==> src/hw/spsc_cfg.svh <==
`ifndef SPSC_CFG_SVH
`define SPSC_CFG_SVH
// strap pairs (a,b), high-voltage negotiation policy, index #1..#4
`define SPSC_HV1_A 3'h7
`define SPSC_HV1_B 3'h3
`define SPSC_HV2_A 3'h3
`define SPSC_HV2_B 3'h3
`define SPSC_HV3_A 3'h4
`define SPSC_HV3_B 3'h0
`define SPSC_HV4_A 3'h3
`define SPSC_HV4_B 3'h7
// strap pairs (a,b), safe policy, index #1..#4
`define SPSC_SF1_A 3'h7
`define SPSC_SF1_B 3'h0
`define SPSC_SF2_A 3'h0
`define SPSC_SF2_B 3'h0
`define SPSC_SF3_A 3'h6
`define SPSC_SF3_B 3'h0
`define SPSC_SF4_A 3'h5
`define SPSC_SF4_B 3'h7
// address index codes and target address base
`define SPSC_IDX1 2'h0
`define SPSC_IDX2 2'h1
`define SPSC_IDX3 2'h2
`define SPSC_IDX4 2'h3
`define SPSC_ADDR_BASE 7'h20
// contract voltage cap in millivolts
`define SPSC_VMAX_MV 16'h4e20
// zero for reset of the idle timer and outputs, one for the idle timer step
`define SPSC_CNT_ZERO 16'h0000
`define SPSC_CNT_ONE 16'h0001
`endif

==> src/hw/spsc_pkg.sv <==
package spsc_pkg;
    typedef enum logic [1:0] {SPSC_BOOT_STRAP, SPSC_BOOT_EEPROM, SPSC_BOOT_HOST,
        SPSC_BOOT_RUN} spsc_boot_type;
    typedef enum logic [1:0] {SPSC_PWR_ACTIVE, SPSC_PWR_IDLE,
        SPSC_PWR_SLEEP} spsc_pwr_type;
endpackage

==> src/hw/spsc_top.sv <==
`timescale 1ns/100ps
`include "spsc_cfg.svh"

// Summary of operation
// - hv strap pairs select hv policy, index 1-4
// - hv policy enables sink during implicit contract
// - hv policy: application mode, PD on, 20V cap
// - safe strap pairs select safe policy, sink off until config loaded
// - safe policy: PD off until config loaded
// - exactly one of Active, Idle, Sleep, autonomously
// - CC monitoring stays on in Sleep
// - Active to Idle only after quiet period
// - path enables per state and role
// - modern standby: cable off, sink off
// - die overtemp disables all but supervisor
// - die shutdown clears below hysteresis point
// - path overtemp disables source path and cable
// - path recovery automatic or firmware re-enable
// - boot: straps, then eeprom, else host
// - index 1-4 gives address 0x20-0x23
module spsc_top (
    input wire logic clk_sys, // system clock
    input wire logic rst, // sync reset, active high
    input wire logic [2:0] strap_in_a, // decoded strap a
    input wire logic [2:0] strap_in_b, // decoded strap b
    input wire logic eeprom_present, // eeprom answered
    input wire logic eeprom_done, // eeprom load finished
    input wire logic host_cfg_done, // host load finished
    input wire logic pd_msg_evt, // incoming PD message
    input wire logic cc_change_evt, // CC status change
    input wire logic gpio_evt, // GPIO input event
    input wire logic i2c_evt, // I2C transaction
    input wire logic volt_alert, // voltage alert
    input wire logic fault_alert, // fault alert
    input wire logic attached, // Type-C partner attached
    input wire logic role_source, // 1 source, 0 sink
    input wire logic standby_req, // modern standby wanted
    input wire logic [15:0] idle_timeout, // quiet cycles before Idle
    input wire logic die_hot, // die above shutdown threshold
    input wire logic die_cool, // die below threshold minus hysteresis
    input wire logic [1:0] path_hot, // path above its threshold
    input wire logic [1:0] path_cool, // path cooled by hysteresis
    input wire logic path_auto_resume, // 1 resume by itself
    input wire logic fw_path_reenable, // firmware re-enable pulse
    output logic policy_hv_negotiate, // hv negotiation policy
    output logic policy_safe, // safe policy
    output logic [1:0] addr_index, // address index minus one
    output logic [6:0] i2c_target_addr, // 7-bit target address
    output logic eeprom_load_req, // trying eeprom
    output logic cfg_loaded, // configuration present
    output logic application_mode, // application mode
    output logic pd_phy_en, // PD physical layer on
    output logic [15:0] contract_vmax_mv, // contract voltage cap
    output spsc_pkg::spsc_pwr_type power_state, // current power state
    output logic modern_standby, // modern standby variant
    output logic cc_monitor_en, // CC detection running
    output logic source_5v_path, // 5V source path enable
    output logic sink_hv_path, // hv sink path enable
    output logic sink_ext_path_ctrl, // external sink path enable
    output logic cable_power_path, // cable power enable
    output logic die_shutdown, // central shutdown active
    output logic path_shutdown // path thermal trip active
);
    import spsc_pkg::*;

    // ****************************************
    // boot and strap decode
    // ****************************************
    spsc_boot_type boot_r, boot_nxt;
    logic hv_r, hv_nxt, loaded_r, loaded_nxt;
    logic [1:0] idx_r, idx_nxt;
    logic strap_hit;
    logic [1:0] strap_idx;
    logic strap_hv;

    always_comb
    begin
        strap_hit = 1'b1;
        strap_hv = 1'b1;
        strap_idx = `SPSC_IDX1;
        case ({strap_in_a, strap_in_b})
            {`SPSC_HV1_A, `SPSC_HV1_B}: strap_idx = `SPSC_IDX1;
            {`SPSC_HV2_A, `SPSC_HV2_B}: strap_idx = `SPSC_IDX2;
            {`SPSC_HV3_A, `SPSC_HV3_B}: strap_idx = `SPSC_IDX3;
            {`SPSC_HV4_A, `SPSC_HV4_B}: strap_idx = `SPSC_IDX4;
            {`SPSC_SF1_A, `SPSC_SF1_B}: {strap_hv, strap_idx} = {1'b0, `SPSC_IDX1};
            {`SPSC_SF2_A, `SPSC_SF2_B}: {strap_hv, strap_idx} = {1'b0, `SPSC_IDX2};
            {`SPSC_SF3_A, `SPSC_SF3_B}: {strap_hv, strap_idx} = {1'b0, `SPSC_IDX3};
            {`SPSC_SF4_A, `SPSC_SF4_B}: {strap_hv, strap_idx} = {1'b0, `SPSC_IDX4};
            default: {strap_hit, strap_hv} = 2'h0;
        endcase
    end

    always_comb
    begin
        boot_nxt = boot_r;
        hv_nxt = hv_r;
        idx_nxt = idx_r;
        loaded_nxt = loaded_r;
        case (boot_r)
            SPSC_BOOT_STRAP:
            begin
                hv_nxt = strap_hv;
                idx_nxt = strap_idx;
                boot_nxt = SPSC_BOOT_EEPROM;
            end
            SPSC_BOOT_EEPROM:
            begin
                if (!eeprom_present)
                    boot_nxt = SPSC_BOOT_HOST;
                else if (eeprom_done)
                begin
                    loaded_nxt = 1'b1;
                    boot_nxt = SPSC_BOOT_RUN;
                end
            end
            SPSC_BOOT_HOST:
                if (host_cfg_done)
                begin
                    loaded_nxt = 1'b1;
                    boot_nxt = SPSC_BOOT_RUN;
                end
            SPSC_BOOT_RUN: boot_nxt = SPSC_BOOT_RUN;
            default: boot_nxt = SPSC_BOOT_STRAP;
        endcase
    end

    always_ff @(posedge clk_sys)
    begin
        if (rst)
        begin
            boot_r <= SPSC_BOOT_STRAP;
            hv_r <= 1'b0;
            idx_r <= `SPSC_IDX1;
            loaded_r <= 1'b0;
        end
        else
        begin
            boot_r <= boot_nxt;
            hv_r <= hv_nxt;
            idx_r <= idx_nxt;
            loaded_r <= loaded_nxt;
        end
    end

    // ****************************************
    // thermal protection
    // ****************************************
    logic die_r, die_nxt, trip_r, trip_nxt;

    always_comb
    begin
        die_nxt = die_r;
        if (die_hot)
            die_nxt = 1'b1;
        else if (die_cool)
            die_nxt = 1'b0;
        trip_nxt = trip_r;
        if (|path_hot)
            trip_nxt = 1'b1;
        else if ((&path_cool) && (path_auto_resume || fw_path_reenable))
            trip_nxt = 1'b0;
    end

    always_ff @(posedge clk_sys)
    begin
        if (rst)
        begin
            die_r <= 1'b0;
            trip_r <= 1'b0;
        end
        else
        begin
            die_r <= die_nxt;
            trip_r <= trip_nxt;
        end
    end

    // ****************************************
    // power state machine
    // ****************************************
    spsc_pwr_type pwr_r, pwr_nxt;
    logic [15:0] quiet_r, quiet_nxt;
    logic activity;

    assign activity = pd_msg_evt | cc_change_evt | gpio_evt | i2c_evt | volt_alert
        | fault_alert;

    always_comb
    begin
        pwr_nxt = pwr_r;
        quiet_nxt = `SPSC_CNT_ZERO;
        case (pwr_r)
            SPSC_PWR_ACTIVE:
            begin
                if (!activity)
                    quiet_nxt = quiet_r + `SPSC_CNT_ONE;
                if (!activity && (quiet_r + `SPSC_CNT_ONE >= idle_timeout))
                begin
                    pwr_nxt = SPSC_PWR_IDLE;
                    quiet_nxt = `SPSC_CNT_ZERO;
                end
            end
            SPSC_PWR_IDLE:
                if (activity)
                    pwr_nxt = SPSC_PWR_ACTIVE;
                else if (!attached)
                    pwr_nxt = SPSC_PWR_SLEEP;
            SPSC_PWR_SLEEP:
                if (attached || activity)
                    pwr_nxt = SPSC_PWR_ACTIVE;
            default: pwr_nxt = SPSC_PWR_ACTIVE;
        endcase
    end

    always_ff @(posedge clk_sys)
    begin
        if (rst)
        begin
            pwr_r <= SPSC_PWR_ACTIVE;
            quiet_r <= `SPSC_CNT_ZERO;
        end
        else
        begin
            pwr_r <= pwr_nxt;
            quiet_r <= quiet_nxt;
        end
    end

    // ****************************************
    // output registers
    // ****************************************
    logic run_ok, stby, sink_ok, sink_on, src_on, cab_on, app_on;

    always_comb
    begin
        run_ok = !die_r && (boot_r == SPSC_BOOT_RUN || hv_r) && boot_r != SPSC_BOOT_STRAP;
        app_on = !die_r && boot_r != SPSC_BOOT_STRAP && (hv_r || loaded_r);
        stby = pwr_r == SPSC_PWR_IDLE && standby_req;
        sink_ok = hv_r || loaded_r;
        src_on = run_ok && !trip_r && role_source && pwr_r != SPSC_PWR_SLEEP;
        sink_on = run_ok && sink_ok && !role_source && attached && !stby
            && pwr_r != SPSC_PWR_SLEEP;
        cab_on = run_ok && !trip_r && !stby && pwr_r != SPSC_PWR_SLEEP;
    end

    always_ff @(posedge clk_sys)
    begin
        if (rst)
        begin
            policy_hv_negotiate <= 1'b0;
            policy_safe <= 1'b0;
            addr_index <= `SPSC_IDX1;
            i2c_target_addr <= `SPSC_ADDR_BASE;
            eeprom_load_req <= 1'b0;
            cfg_loaded <= 1'b0;
            application_mode <= 1'b0;
            pd_phy_en <= 1'b0;
            contract_vmax_mv <= `SPSC_CNT_ZERO;
            power_state <= SPSC_PWR_ACTIVE;
            modern_standby <= 1'b0;
            cc_monitor_en <= 1'b0;
            source_5v_path <= 1'b0;
            sink_hv_path <= 1'b0;
            sink_ext_path_ctrl <= 1'b0;
            cable_power_path <= 1'b0;
            die_shutdown <= 1'b0;
            path_shutdown <= 1'b0;
        end
        else
        begin
            policy_hv_negotiate <= hv_r && boot_r != SPSC_BOOT_STRAP;
            policy_safe <= !hv_r && boot_r != SPSC_BOOT_STRAP;
            addr_index <= idx_r;
            i2c_target_addr <= `SPSC_ADDR_BASE + {5'h00, idx_r};
            eeprom_load_req <= boot_r == SPSC_BOOT_EEPROM;
            cfg_loaded <= loaded_r;
            application_mode <= app_on;
            pd_phy_en <= app_on;
            contract_vmax_mv <= hv_r ? `SPSC_VMAX_MV : `SPSC_CNT_ZERO;
            power_state <= pwr_r;
            modern_standby <= stby;
            cc_monitor_en <= !die_r;
            source_5v_path <= src_on;
            sink_hv_path <= sink_on;
            sink_ext_path_ctrl <= sink_on;
            cable_power_path <= cab_on;
            die_shutdown <= die_r;
            path_shutdown <= trip_r;
        end
    end
endmodule
==> config.mk <==
export PLATFORM = sky130hd
export DESIGN_NAME = spsc_top
export DESIGN_NICKNAME = d
export VERILOG_FILES = /design/src/hw/spsc_pkg.sv /design/src/hw/spsc_top.sv
export VERILOG_INCLUDE_DIRS = /design/src /design/src/hw
export SDC_FILE = /design/constraint.sdc
export NUM_CORES = 1
export LEC_CHECK = 0
export BUFFER_PORTS_ARGS = -buffer_cell sky130_fd_sc_hd__clkbuf_2
export CORE_ASPECT_RATIO = 0.8
export CORE_MARGIN = 8
export CORE_UTILIZATION = 53
export DETAILED_ROUTE_END_ITERATION = 6
export PLACE_DENSITY = 0.85
export REMOVE_ABC_BUFFERS = 1
export SLEW_MARGIN = 30
export SYNTH_ARGS = -nofsm -noshare
export SYNTH_HDL_FRONTEND = slang
export SYNTH_SLANG_ARGS = --single-unit
==> constraint.sdc <==
create_clock -name clk_sys -period 6.4 [get_ports clk_sys]
set_input_delay 0 -clock clk_sys [delete_from_list [all_inputs] [get_ports clk_sys]]
set_output_delay 0 -clock clk_sys [all_outputs]
set_load 0.1 [all_outputs]
==> flow_summary.ini, run 1 <==
[timing]
finalCritPeriodShare = 0.5206
relSlewSlack = 0.4866
rsz0062_at_grt = false
period_needed_ns = 3.332
tightestPinTransition_ns = 0.7702
finalSetupViolations = 0
finalHoldViolations = 0
clock_skew_ns = 0.008757
finalSetupTns_ns = 0
maxSlewViolCount = 0
timing.final.ws_setup_ns = 3.068
fmax_mhz = 300.2

[cells_and_area]
fillerInstances = 362
area.growth.synth_to_final_pct = 19.70
drive_above_1_share = 0.2853
multi_input_area_um2 = 1185
final_common_cell = clkbuf_2
final-seq-area_um2 = 860.8
stdcell_area_um2 = 2736
layout.nets = 379
final_util = 0.6550
final_cell_mix = 68 x clkbuf_2, 43 x dfxtp_1, 24 x nor2_1, 20 x inv_1, 17 x ha_1
antenna_cells = 0

[power_and_ir_drop]
power-per-cell-area_nw_per_um2 = 233.5
share_comb_of_total_power = 0.232
total_leakage_power_nw = 1.319
swShare = 0.3380
seqPwrFrac = 0.444
peakVddDrop_v = 0.0002252
power_frac_clock = 0.324
power.switching_mw = 0.2160
finalPower_mw = 0.6388
cellInternalPower_mw = 0.4229

[global_route]
grt_overflow = 0
use_met3 = 0.05998
antenna_found_initial = 0
groute.usage.overall = 0.1521
grt_pass1_vias = 1867
met2_usage = 0.2502
grt_use_met1 = 0.1811
grt_max_degree = 23
grt_busiest_layer = met2
grt_first_pass_wirelength_um = 7948

[synth]
synthFlopType = dfxtp_1
synth_top_area_cell = dfxtp_1
post_synth_num_cell_types = 42
synth_warnings = 0
synth.avg_cell_area_um2 = 9.180
synthAdderAreaFrac = 0.09305
synthXorXnorAreaFrac = 0.06130
netlist_instances = 249
synth_top_area_frac = 0.3766
ys_ff_latch = 43
synthesis.area_um2 = 2286
async_flop_share = 0
synth_mux_area_frac = 0.004379
seq_area_frac_synth = 0.3766
synth_compound_area_frac = 0.07444
synthTopCellsByArea = dfxtp_1 38%, ha_1 9.3%, buf_4 8.2%, nor3b_2 4.9%, nor2_1 3.9%
synth-edff-count = 0
synth_top_family_by_area = simple AND/OR/NAND/NOR gates
yosys.area_share.simple = 0.2589

[clock_tree]
htreeDepth = 2
numCtsBuffers = 5
tritoncts = done
clock_sinks = 43
clkTransAtPathRegs_ns = 0.08
clock-root-buffer = clkbuf_8
clk_latency_ns = 0.29
post_cts_buffers = 0
clk_path_buf_depth = 2

[place]
pre_cts_ws_ns = 2.688
routabilityCongestion = 0.8162
place_area_um2 = 2532
hpwl_um = 3848
port_buffers = 68

[floorplan]
fp.dieArea_um2 = 6684
pin_count = 85
coreArea_um2 = 4178
die_h_um = 74.74
die_x_um = 89.43
start_util = 0.5472
rows = 21

[worst_setup_path]
ff2ff_setup_slack_ns = 3.07
reg2reg_to = quiet_r[4]$_SDFF_PP0_
worstSetupPathType = reg -> reg
cp_max_fo = 10
startpoint = quiet_r[2]$_SDFF_PP0_
r2r-start = quiet_r[2]$_SDFF_PP0_
worst-r2r-cell-count = 11
end_kind = flip-flop
max_stage_delay_ns = 0.55
path_cells = nand3_2 > or4_4 > nor2_1 > xor2_1 > ha_1 > nand4_1 > nor2_1 > or4b_1 > nand4_1 > buf_6 > nor3b_2
startpoint_type = flip-flop
crit_arrival_ns = 3.48
worstPathRequired_ns = 6.54
slowest_stage = or4_4
critPathCapture = quiet_r[4]$_SDFF_PP0_

[route]
wire_per_inst_um = 12.93
avgViaCountPerCell = 4.774
drtIter0Drc = 65
drc = 0
drt_wl_total_um = 4863
ant_nets = 0
drt_pass1_iterations = 4
vias = 1795

[outcome]
status = completed

[hold_path]
worst_hold_path_type = in -> reg

[flow_run]
maxCapViolCount = 0
==> layout make-up <==
class / instances / share of cell area
clock buffer: 5 / 0.02515
clock inverter: 3 / 0.01600
inverter: 20 / 0.02743
multi-input combinational: 171 / 0.4330
sequential: 43 / 0.3146
tap: 57 / 0.02606
timing repair buffer: 77 / 0.1578
==> flip-flops by register name, summed over array words and instances, names as in the netlist, 2 cells and up <==
signal and count:
power_state 2, addr_index 2, pwr_r 2, boot_r 2
quiet_r 16, idx_r 2
==> critical path: cells and delay by family, from the launching register on <==
kind,cells,cell delay (ns)
buffers and inverters,1,0.23
flip-flops,1,0.41
adder cells (fa/ha/maj),1,0.30
AND/OR/NAND/NOR,8,2.14
XOR/XNOR,1,0.11
==> synth_stat cells (2+ instances only) <==
cell and number:
a311oi_1 2, a21oi_1 9, nor2b_1 8, inv_1 20
nor3_2 2, nor3_1 6, ha_1 17, and3_1 4
nand2_1 11, conb_1 2, nand4_1 5, nor3b_2 9
nand2b_1 3, o211ai_1 2, xor2_1 8, o21a_1 2
o21ai_0 4, buf_6 2, nor2_1 24, and4b_1 2
buf_1 2, dfxtp_1 43, nand3b_1 2, xnor2_1 8
buf_4 25, nor3b_1 6, a211oi_1 2, nand3_1 5
==> worst min-delay path by stage <==
stage                   startpoint                       end  slack, ns  cells past startpoint
floorplan                      rst  cc_monitor_en$_SDFF_PP0_       0.07                      1
global placement           die_hot        die_r$_SDFFE_PP0P_       0.21                      3
detailed placement     path_hot[1]       trip_r$_SDFFE_PP0P_       0.22                      3
CTS                 eeprom_present    boot_r[1]$_SDFFE_PP0P_       0.02                      4
global route        eeprom_present    boot_r[0]$_SDFFE_PP0P_       0.03                      3
finish              eeprom_present    boot_r[1]$_SDFFE_PP0P_       0.03                      4
==> metal layers <==
metal	vias up	share of wire
met5	-	0
met2	60	0.46
met4	0	0.0088
met1	789	0.45
met3	5	0.081
li1	941	-
==> power groups by stage <==
| stage | sequential (mW) | clock [mW] | combinational, mW |
|---|---|---|---|
| 4_1_cts | 0.283 | 0.210 | 0.148 |
| 6_report | 0.283 | 0.207 | 0.148 |
| 3_5_place_dp | 0.289 | 0 | 0.144 |
| 3_3_place_gp | 0.289 | 0 | 0.143 |
| 5_1_grt | 0.285 | 0.222 | 0.156 |
| 2_1_floorplan | 0.341 | 0 | 0.0631 |
==> metrics by stage <==
stage	cells	hold WS, ns
floorplan	234	0.06669
global placement	359	0.2080
detailed placement	359	0.2151
CTS	375	0.02301
global route	376	0.02949
finish	376	0.02568
==> logic make-up (layout without fill, tap and decap cells) <==
logic type / after synthesis / count (layout)
and+or+nand+nor: 95 / 95
buffers and inverters: 49 / 105
DFF: 43 / 43
AOI/OAI and AO/OA: 26 / 26
adders and majority gates: 17 / 17
xor gates and xnor gates: 16 / 16
other: 2 / 16
muxes: 1 / 1
==> timing repair <==
| action | in CTS | in global routing |
|---|---|---|
| hold endpoints to repair | 6 | 0 |
| hold buffers | 8 | 0 |
| gates resized for setup | 0 | 0 |
(Power assumes the default switching activity.)
==> inputs of run 2 (changes only) <==
Settings changed: CORE_UTILIZATION 53 to 49, PLACE_DENSITY 0.85 to 0.8.
Clock period 6.4 ns to 3.2 ns, I/O delays scaled along.
==> run 2 against run 1 <==
Die area rose by 6.5%. Sequential power rose by 100%. First-iteration DRC count fell by 34%. Cell count rose by 1.1%. Critical path type unchanged. Largest power group unchanged. Highest routed layer unchanged.
==> flow_summary.ini, run 2 (synthesis results as in run 1) <==
[floorplan]
fp.dieArea_um2 = 7120
die_h_um = 77.09
die_x_um = 92.37
start_util = 0.5033
pin_count = 85
coreArea_um2 = 4542
rows = 22

[route]
top_layer_used = met4
wire_per_inst_um = 13.43
wl_met1_um = 2426
vias = 1861
ant_nets = 0
wl_met2_um = 2156
drt_wl_total_um = 5103
avgViaCountPerCell = 4.897
drc = 0
drtIter0Drc = 43
drt_pass1_iterations = 4
wl_met3_um = 437

[power_and_ir_drop]
peakVddDrop_v = 0.0003019
total_leakage_power_nw = 1.316
finalPower_mw = 1.227
power-per-cell-area_nw_per_um2 = 445.6

[timing]
clock_skew_ns = 0.007642
maxSlewViolCount = 0
period_needed_ns = 3.075
hold_ws_ns = 0.01663
finalCritPeriodShare = 0.9609
finalHoldViolations = 0
finalSetupViolations = 0
finalSetupTns_ns = 0
timing.final.ws_setup_ns = 0.1252
relSlewSlack = 0.4901
tightestPinTransition_ns = 0.7649
fmax_mhz = 325.2

[cells_and_area]
fillerInstances = 399
final_util = 0.6063
largest-register = quiet_r
final_cells = 380
largest_reg_flops = 16
antenna_cells = 0
layout.nets = 380
stdcell_area_um2 = 2754
drive_above_1_share = 0.3063
area.growth.synth_to_final_pct = 20.47
final_common_cell = clkbuf_2
final_cell_mix = 68 x clkbuf_2, 40 x dfxtp_1, 23 x nor2_1, 20 x inv_1, 17 x ha_1

[worst_setup_path]
worstSetupPathType = reg -> reg
crit_arrival_ns = 3.31
worst-r2r-cell-count = 11
startpoint_type = flip-flop
cp_max_fo = 9
worstPathRequired_ns = 3.44
slowest_stage = or4_4
cpMostUsedCell = nand4_1
end_kind = flip-flop
path_cells = nand3_2 > or4_4 > nor2_1 > xor2_1 > ha_1 > nand4_1 > nor2_2 > or4b_1 > nand4_1 > buf_6 > o221a_2
max_stage_delay_ns = 0.56

[clock_tree]
tritoncts = done
clock_sinks = 43
htreeDepth = 2
clock-root-buffer = clkbuf_8
clk_latency_ns = 0.29
numCtsBuffers = 5
clkTransAtPathRegs_ns = 0.08
post_cts_buffers = 0
clk_path_buf_depth = 2

[hold_path]
holdPathStages = 4
worst_hold_path_type = in -> reg

[place]
port_buffers = 68
dp_cells = 363
routabilityCongestion = 0.7994
pre_cts_ws_ns = 0.06932
place_area_um2 = 2544
hpwl_um = 4048

[outcome]
status = completed

[global_route]
antenna_found_initial = 0
groute.usage.overall = 0.1448
grt_pass1_vias = 1846
grt_max_degree = 23
grt_first_pass_wirelength_um = 8493
grt_overflow = 0

[flow_run]
maxCapViolCount = 0
-- run 2: worst paths after layout --
check,startpoint,end,slack (ns)
max,quiet_r[0]$_SDFF_PP0_,pwr_r[0]$_SDFFE_PP0P_,0.13
min,eeprom_present,boot_r[1]$_SDFFE_PP0P_,0.02
max reg2reg,quiet_r[0]$_SDFF_PP0_,pwr_r[0]$_SDFFE_PP0P_,0.13
min reg2reg,quiet_r[0]$_SDFF_PP0_,quiet_r[0]$_SDFF_PP0_,0.46
-- run 2: metal layers --
| layer | global-route usage | vias up |
|---|---|---|
| li1 | - | 944 |
| met1 | 0.1773 | 838 |
| met2 | 0.2211 | 70 |
| met3 | 0.06128 | 9 |
| met4 | 0.04976 | 0 |
| met5 | 0 | - |
-- run 2: worst max-delay path: cells and delay by family, from the launching register on --
family	cells	cell delay, ns
simple gates	7	1.88
flops	1	0.37
fa+ha+maj	1	0.31
buf+inv	1	0.18
compound gates	1	0.18
xor+xnor	1	0.10
-- run 2: power by group --
part	internal [mW]	switching (mW)	total, mW
Clock	0.176	0.187	0.363
Combinational	0.0598	0.238	0.298
Sequential	0.554	0.0121	0.566
-- run 2: area by class of cell --
| type | count | area (µm²) | share of cell area |
|---|---|---|---|
| multi-input cells | 171 | 1197 | 0.4348 |
| flip-flops and latches | 43 | 864.6 | 0.3139 |
| repair buffers | 78 | 442.9 | 0.1608 |
| clock buffers | 6 | 82.58 | 0.02999 |
| inverters | 20 | 75.07 | 0.02726 |
| well taps | 60 | 75.07 | 0.02726 |
| clock inverters | 2 | 16.27 | 0.005906 |
-- run 2: repair_timing --
item,4_1_cts,5_1_grt
hold buffers,8,0
resized for setup,0,10
endpoints found under the setup margin,0,17
endpoints found under the hold margin,6,0
==> inputs of run 3 (changes only) <==
Settings changed: ABC_AREA from default to 1, CORE_UTILIZATION 49 to 50.
==> run 3 against run 2 <==
Final area increased by 6.7%. Largest cell class unchanged. Highest routed layer unchanged. Fmax increased by 6.1%. Worst hold slack better by 0.065 ns. Critical path type unchanged. Clock power up 15%. Die area grew 2.7%. Register-to-register slack better by 0.18 ns.
==> flow_summary.ini, run 3 <==
[outcome]
status = completed

[synth]
synth.avg_cell_area_um2 = 7.112
async_flop_share = 0
synthTopCellsByCount = 61 x inv_1, 60 x nand2_1, 52 x nor2_1
synth-edff-count = 0
synthesis.area_um2 = 2411
synth_warnings = 0
synth.most_common_cell = inv_1
synthTopCellsByArea = dfxtp_1 36%, inv_1 9.5%, nand2_1 9.3%, ha_1 8.8%, nor2_1 8.1%
synth_top_area_cell = dfxtp_1
seq_area_frac_synth = 0.3570
ys_ff_latch = 43
synth_top_area_frac = 0.3570
netlist_instances = 339
post_synth_num_cell_types = 34
synthFlopType = dfxtp_1

[timing]
tightestPinTransition_ns = 0.5582
finalCritPeriodShare = 0.9055
fmax_mhz = 345.1
finalSetupTns_ns = 0
relSlewSlack = 0.6294
finalSetupViolations = 0
clock_skew_ns = 0.003561
period_needed_ns = 2.898
finalHoldViolations = 0
maxSlewViolCount = 0
rsz0062_at_grt = false

[hold_path]
worst_hold_path_type = in -> reg
hold_path_end = pwr_r[1]$_SDFFE_PP0P_
holdCritStartpoint = cc_change_evt
holdPathStages = 5

[power_and_ir_drop]
share_comb_of_total_power = 0.218
seqPwrFrac = 0.449
power_frac_clock = 0.333
power-per-cell-area_nw_per_um2 = 425.1
cellInternalPower_mw = 0.8369
total_leakage_power_nw = 1.611
power.switching_mw = 0.4119
peakVddDrop_v = 0.0002900
swShare = 0.3299

[worst_setup_path]
worstPathRequired_ns = 3.42
startpoint_type = flip-flop
cp_max_fo = 16
worst-r2r-cell-count = 16
reg2reg_to = quiet_r[0]$_SDFF_PP0_
ff2ff_setup_slack_ns = 0.30
crit_arrival_ns = 3.12
end_kind = flip-flop
worstSetupPathType = reg -> reg
r2r-start = quiet_r[0]$_SDFF_PP0_

[route]
vias = 2162
wire_per_inst_um = 10.98
ant_nets = 0
drt_pass1_iterations = 4
drtIter0Drc = 77
drc = 0
drt_wl_total_um = 5204
avgViaCountPerCell = 4.561

[floorplan]
coreArea_um2 = 4624
die_h_um = 78.11
start_util = 0.5214
die_x_um = 93.64
fp.dieArea_um2 = 7314
rows = 22
pin_count = 85

[cells_and_area]
layout.nets = 475
largest-register = quiet_r
final_cells = 474
final_common_cell = clkbuf_2
area.growth.synth_to_final_pct = 21.85
largest_reg_flops = 16
multi_input_area_um2 = 1179
final-seq-area_um2 = 860.8
fillerInstances = 434
final_cell_mix = 68 x clkbuf_2, 61 x inv_1, 60 x nand2_1, 52 x nor2_1, 43 x dfxtp_1
antenna_cells = 0
drive_above_1_share = 0.2150

[global_route]
grt_pass1_vias = 2118
groute.usage.overall = 0.1446
grt_first_pass_wirelength_um = 8721
grt_max_degree = 26
antenna_found_initial = 0
grt_overflow = 0

[place]
routabilityCongestion = 0.8299
port_buffers = 68
hpwl_um = 4087
dp_cells = 453

[clock_tree]
clkTransAtPathRegs_ns = 0.08
numCtsBuffers = 5
htreeDepth = 2
clock_sinks = 43
clock-root-buffer = clkbuf_8
clk_latency_ns = 0.30
clk_path_buf_depth = 2
post_cts_buffers = 0
tritoncts = done

[flow_run]
maxCapViolCount = 0
run 3: cell types whose count changed after synthesis, sizes merged, moves of 5 or more:
cell	before	now
nand2	11	60
nor3b	15	1
xnor2	8	0
nand3	6	12
o21ai	4	9
inv	20	63
nor2b	8	0
nor2	24	56
run 3: through the flow:
step | hold slack [ns] | worst slack, ns | area, µm² | power, mW | util
floorplan | 0.06669 | -0.2858 | 2267 | 0.7792 | -
global placement | 0.1877 | 0.4483 | 2683 | 0.8294 | 0.5801
detailed placement | 0.1928 | 0.2235 | 2683 | 0.8321 | 0.5801
CTS | 0.06382 | 0.1974 | 2929 | 1.263 | 0.6334
global route | 0.1013 | 0.02372 | 2938 | 1.306 | 0.6353
finish | 0.08145 | 0.3023 | 2938 | 1.249 | 0.6353
run 3: area by class of cell:
| cell class | instances | area share |
|---|---|---|
| clock buffer | 5 | 0.02342 |
| clock inverter | 2 | 0.01278 |
| inverter | 63 | 0.08049 |
| multi-input combinational | 219 | 0.4012 |
| sequential | 43 | 0.2930 |
| tap | 60 | 0.02555 |
| timing repair buffer | 82 | 0.1635 |
run 3: how the worst max path moves through the flow:
stage                                    startpoint                      to  slack (ns)  cells after the start
detailed placement            quiet_r[0]$_SDFF_PP0_   quiet_r[0]$_SDFF_PP0_        0.22                     16
global route                  quiet_r[0]$_SDFF_PP0_   quiet_r[0]$_SDFF_PP0_        0.02                     16
CTS                           quiet_r[0]$_SDFF_PP0_   quiet_r[0]$_SDFF_PP0_        0.20                     16
global placement              quiet_r[0]$_SDFF_PP0_  quiet_r[15]$_SDFF_PP0_        0.45                     16
floorplan           contract_vmax_mv[11]$_SDFF_PP0_    contract_vmax_mv[10]       -0.29                      0
finish                        quiet_r[0]$_SDFF_PP0_   quiet_r[0]$_SDFF_PP0_        0.30                     16
run 3: what timing repair did:
item                                   4_1_cts  5_1_grt
endpoints found under the hold margin        9        0
gates resized for setup                      0        1
setup endpoints to repair                    0       16
hold buffers                                14        0
run 3: kinds of logic (layout without fill, tap and decap cells):
logic type | after synthesis | after routing | synth area share
simple gates | 149 | 149 | 0.2719
buf+inv | 91 | 152 | 0.1796
flops | 43 | 43 | 0.3570
compound gates | 29 | 29 | 0.07110
fa+ha+maj | 17 | 17 | 0.08822
xor+xnor | 8 | 8 | 0.02906
other cells | 2 | 16 | 0.003115
run 3: metal layers:
layer	share of wire	GRT usage
met1	0.45	0.1574
met2	0.45	0.2475
met3	0.081	0.05894
met4	0.0098	0.05213
met5	0	0
run 3: worst max-delay path, cell delays in order, from the launching register on:
cell	delay [ns]
dfxtp_1	0.48
ha_1	0.23
nand2_1	0.07
nor2_2	0.14
nand3_1	0.14
nor2_2	0.14
nand2_1	0.09
nor2_2	0.13
inv_1	0.06
nand2_1	0.09
inv_1	0.06
ha_1	0.29
nand2_1	0.07
o21ai_0	0.08
a21oi_1	0.26
nand4_4	0.30
nor2_1	0.20
run 3: power groups by stage:
stage               Clock (mW)  Sequential [mW]  Combinational [mW]
floorplan                    0            0.651               0.129
global placement             0            0.573               0.257
detailed placement           0            0.573               0.259
CTS                      0.430            0.561               0.272
global route             0.452            0.563               0.290
finish                   0.416            0.560               0.273
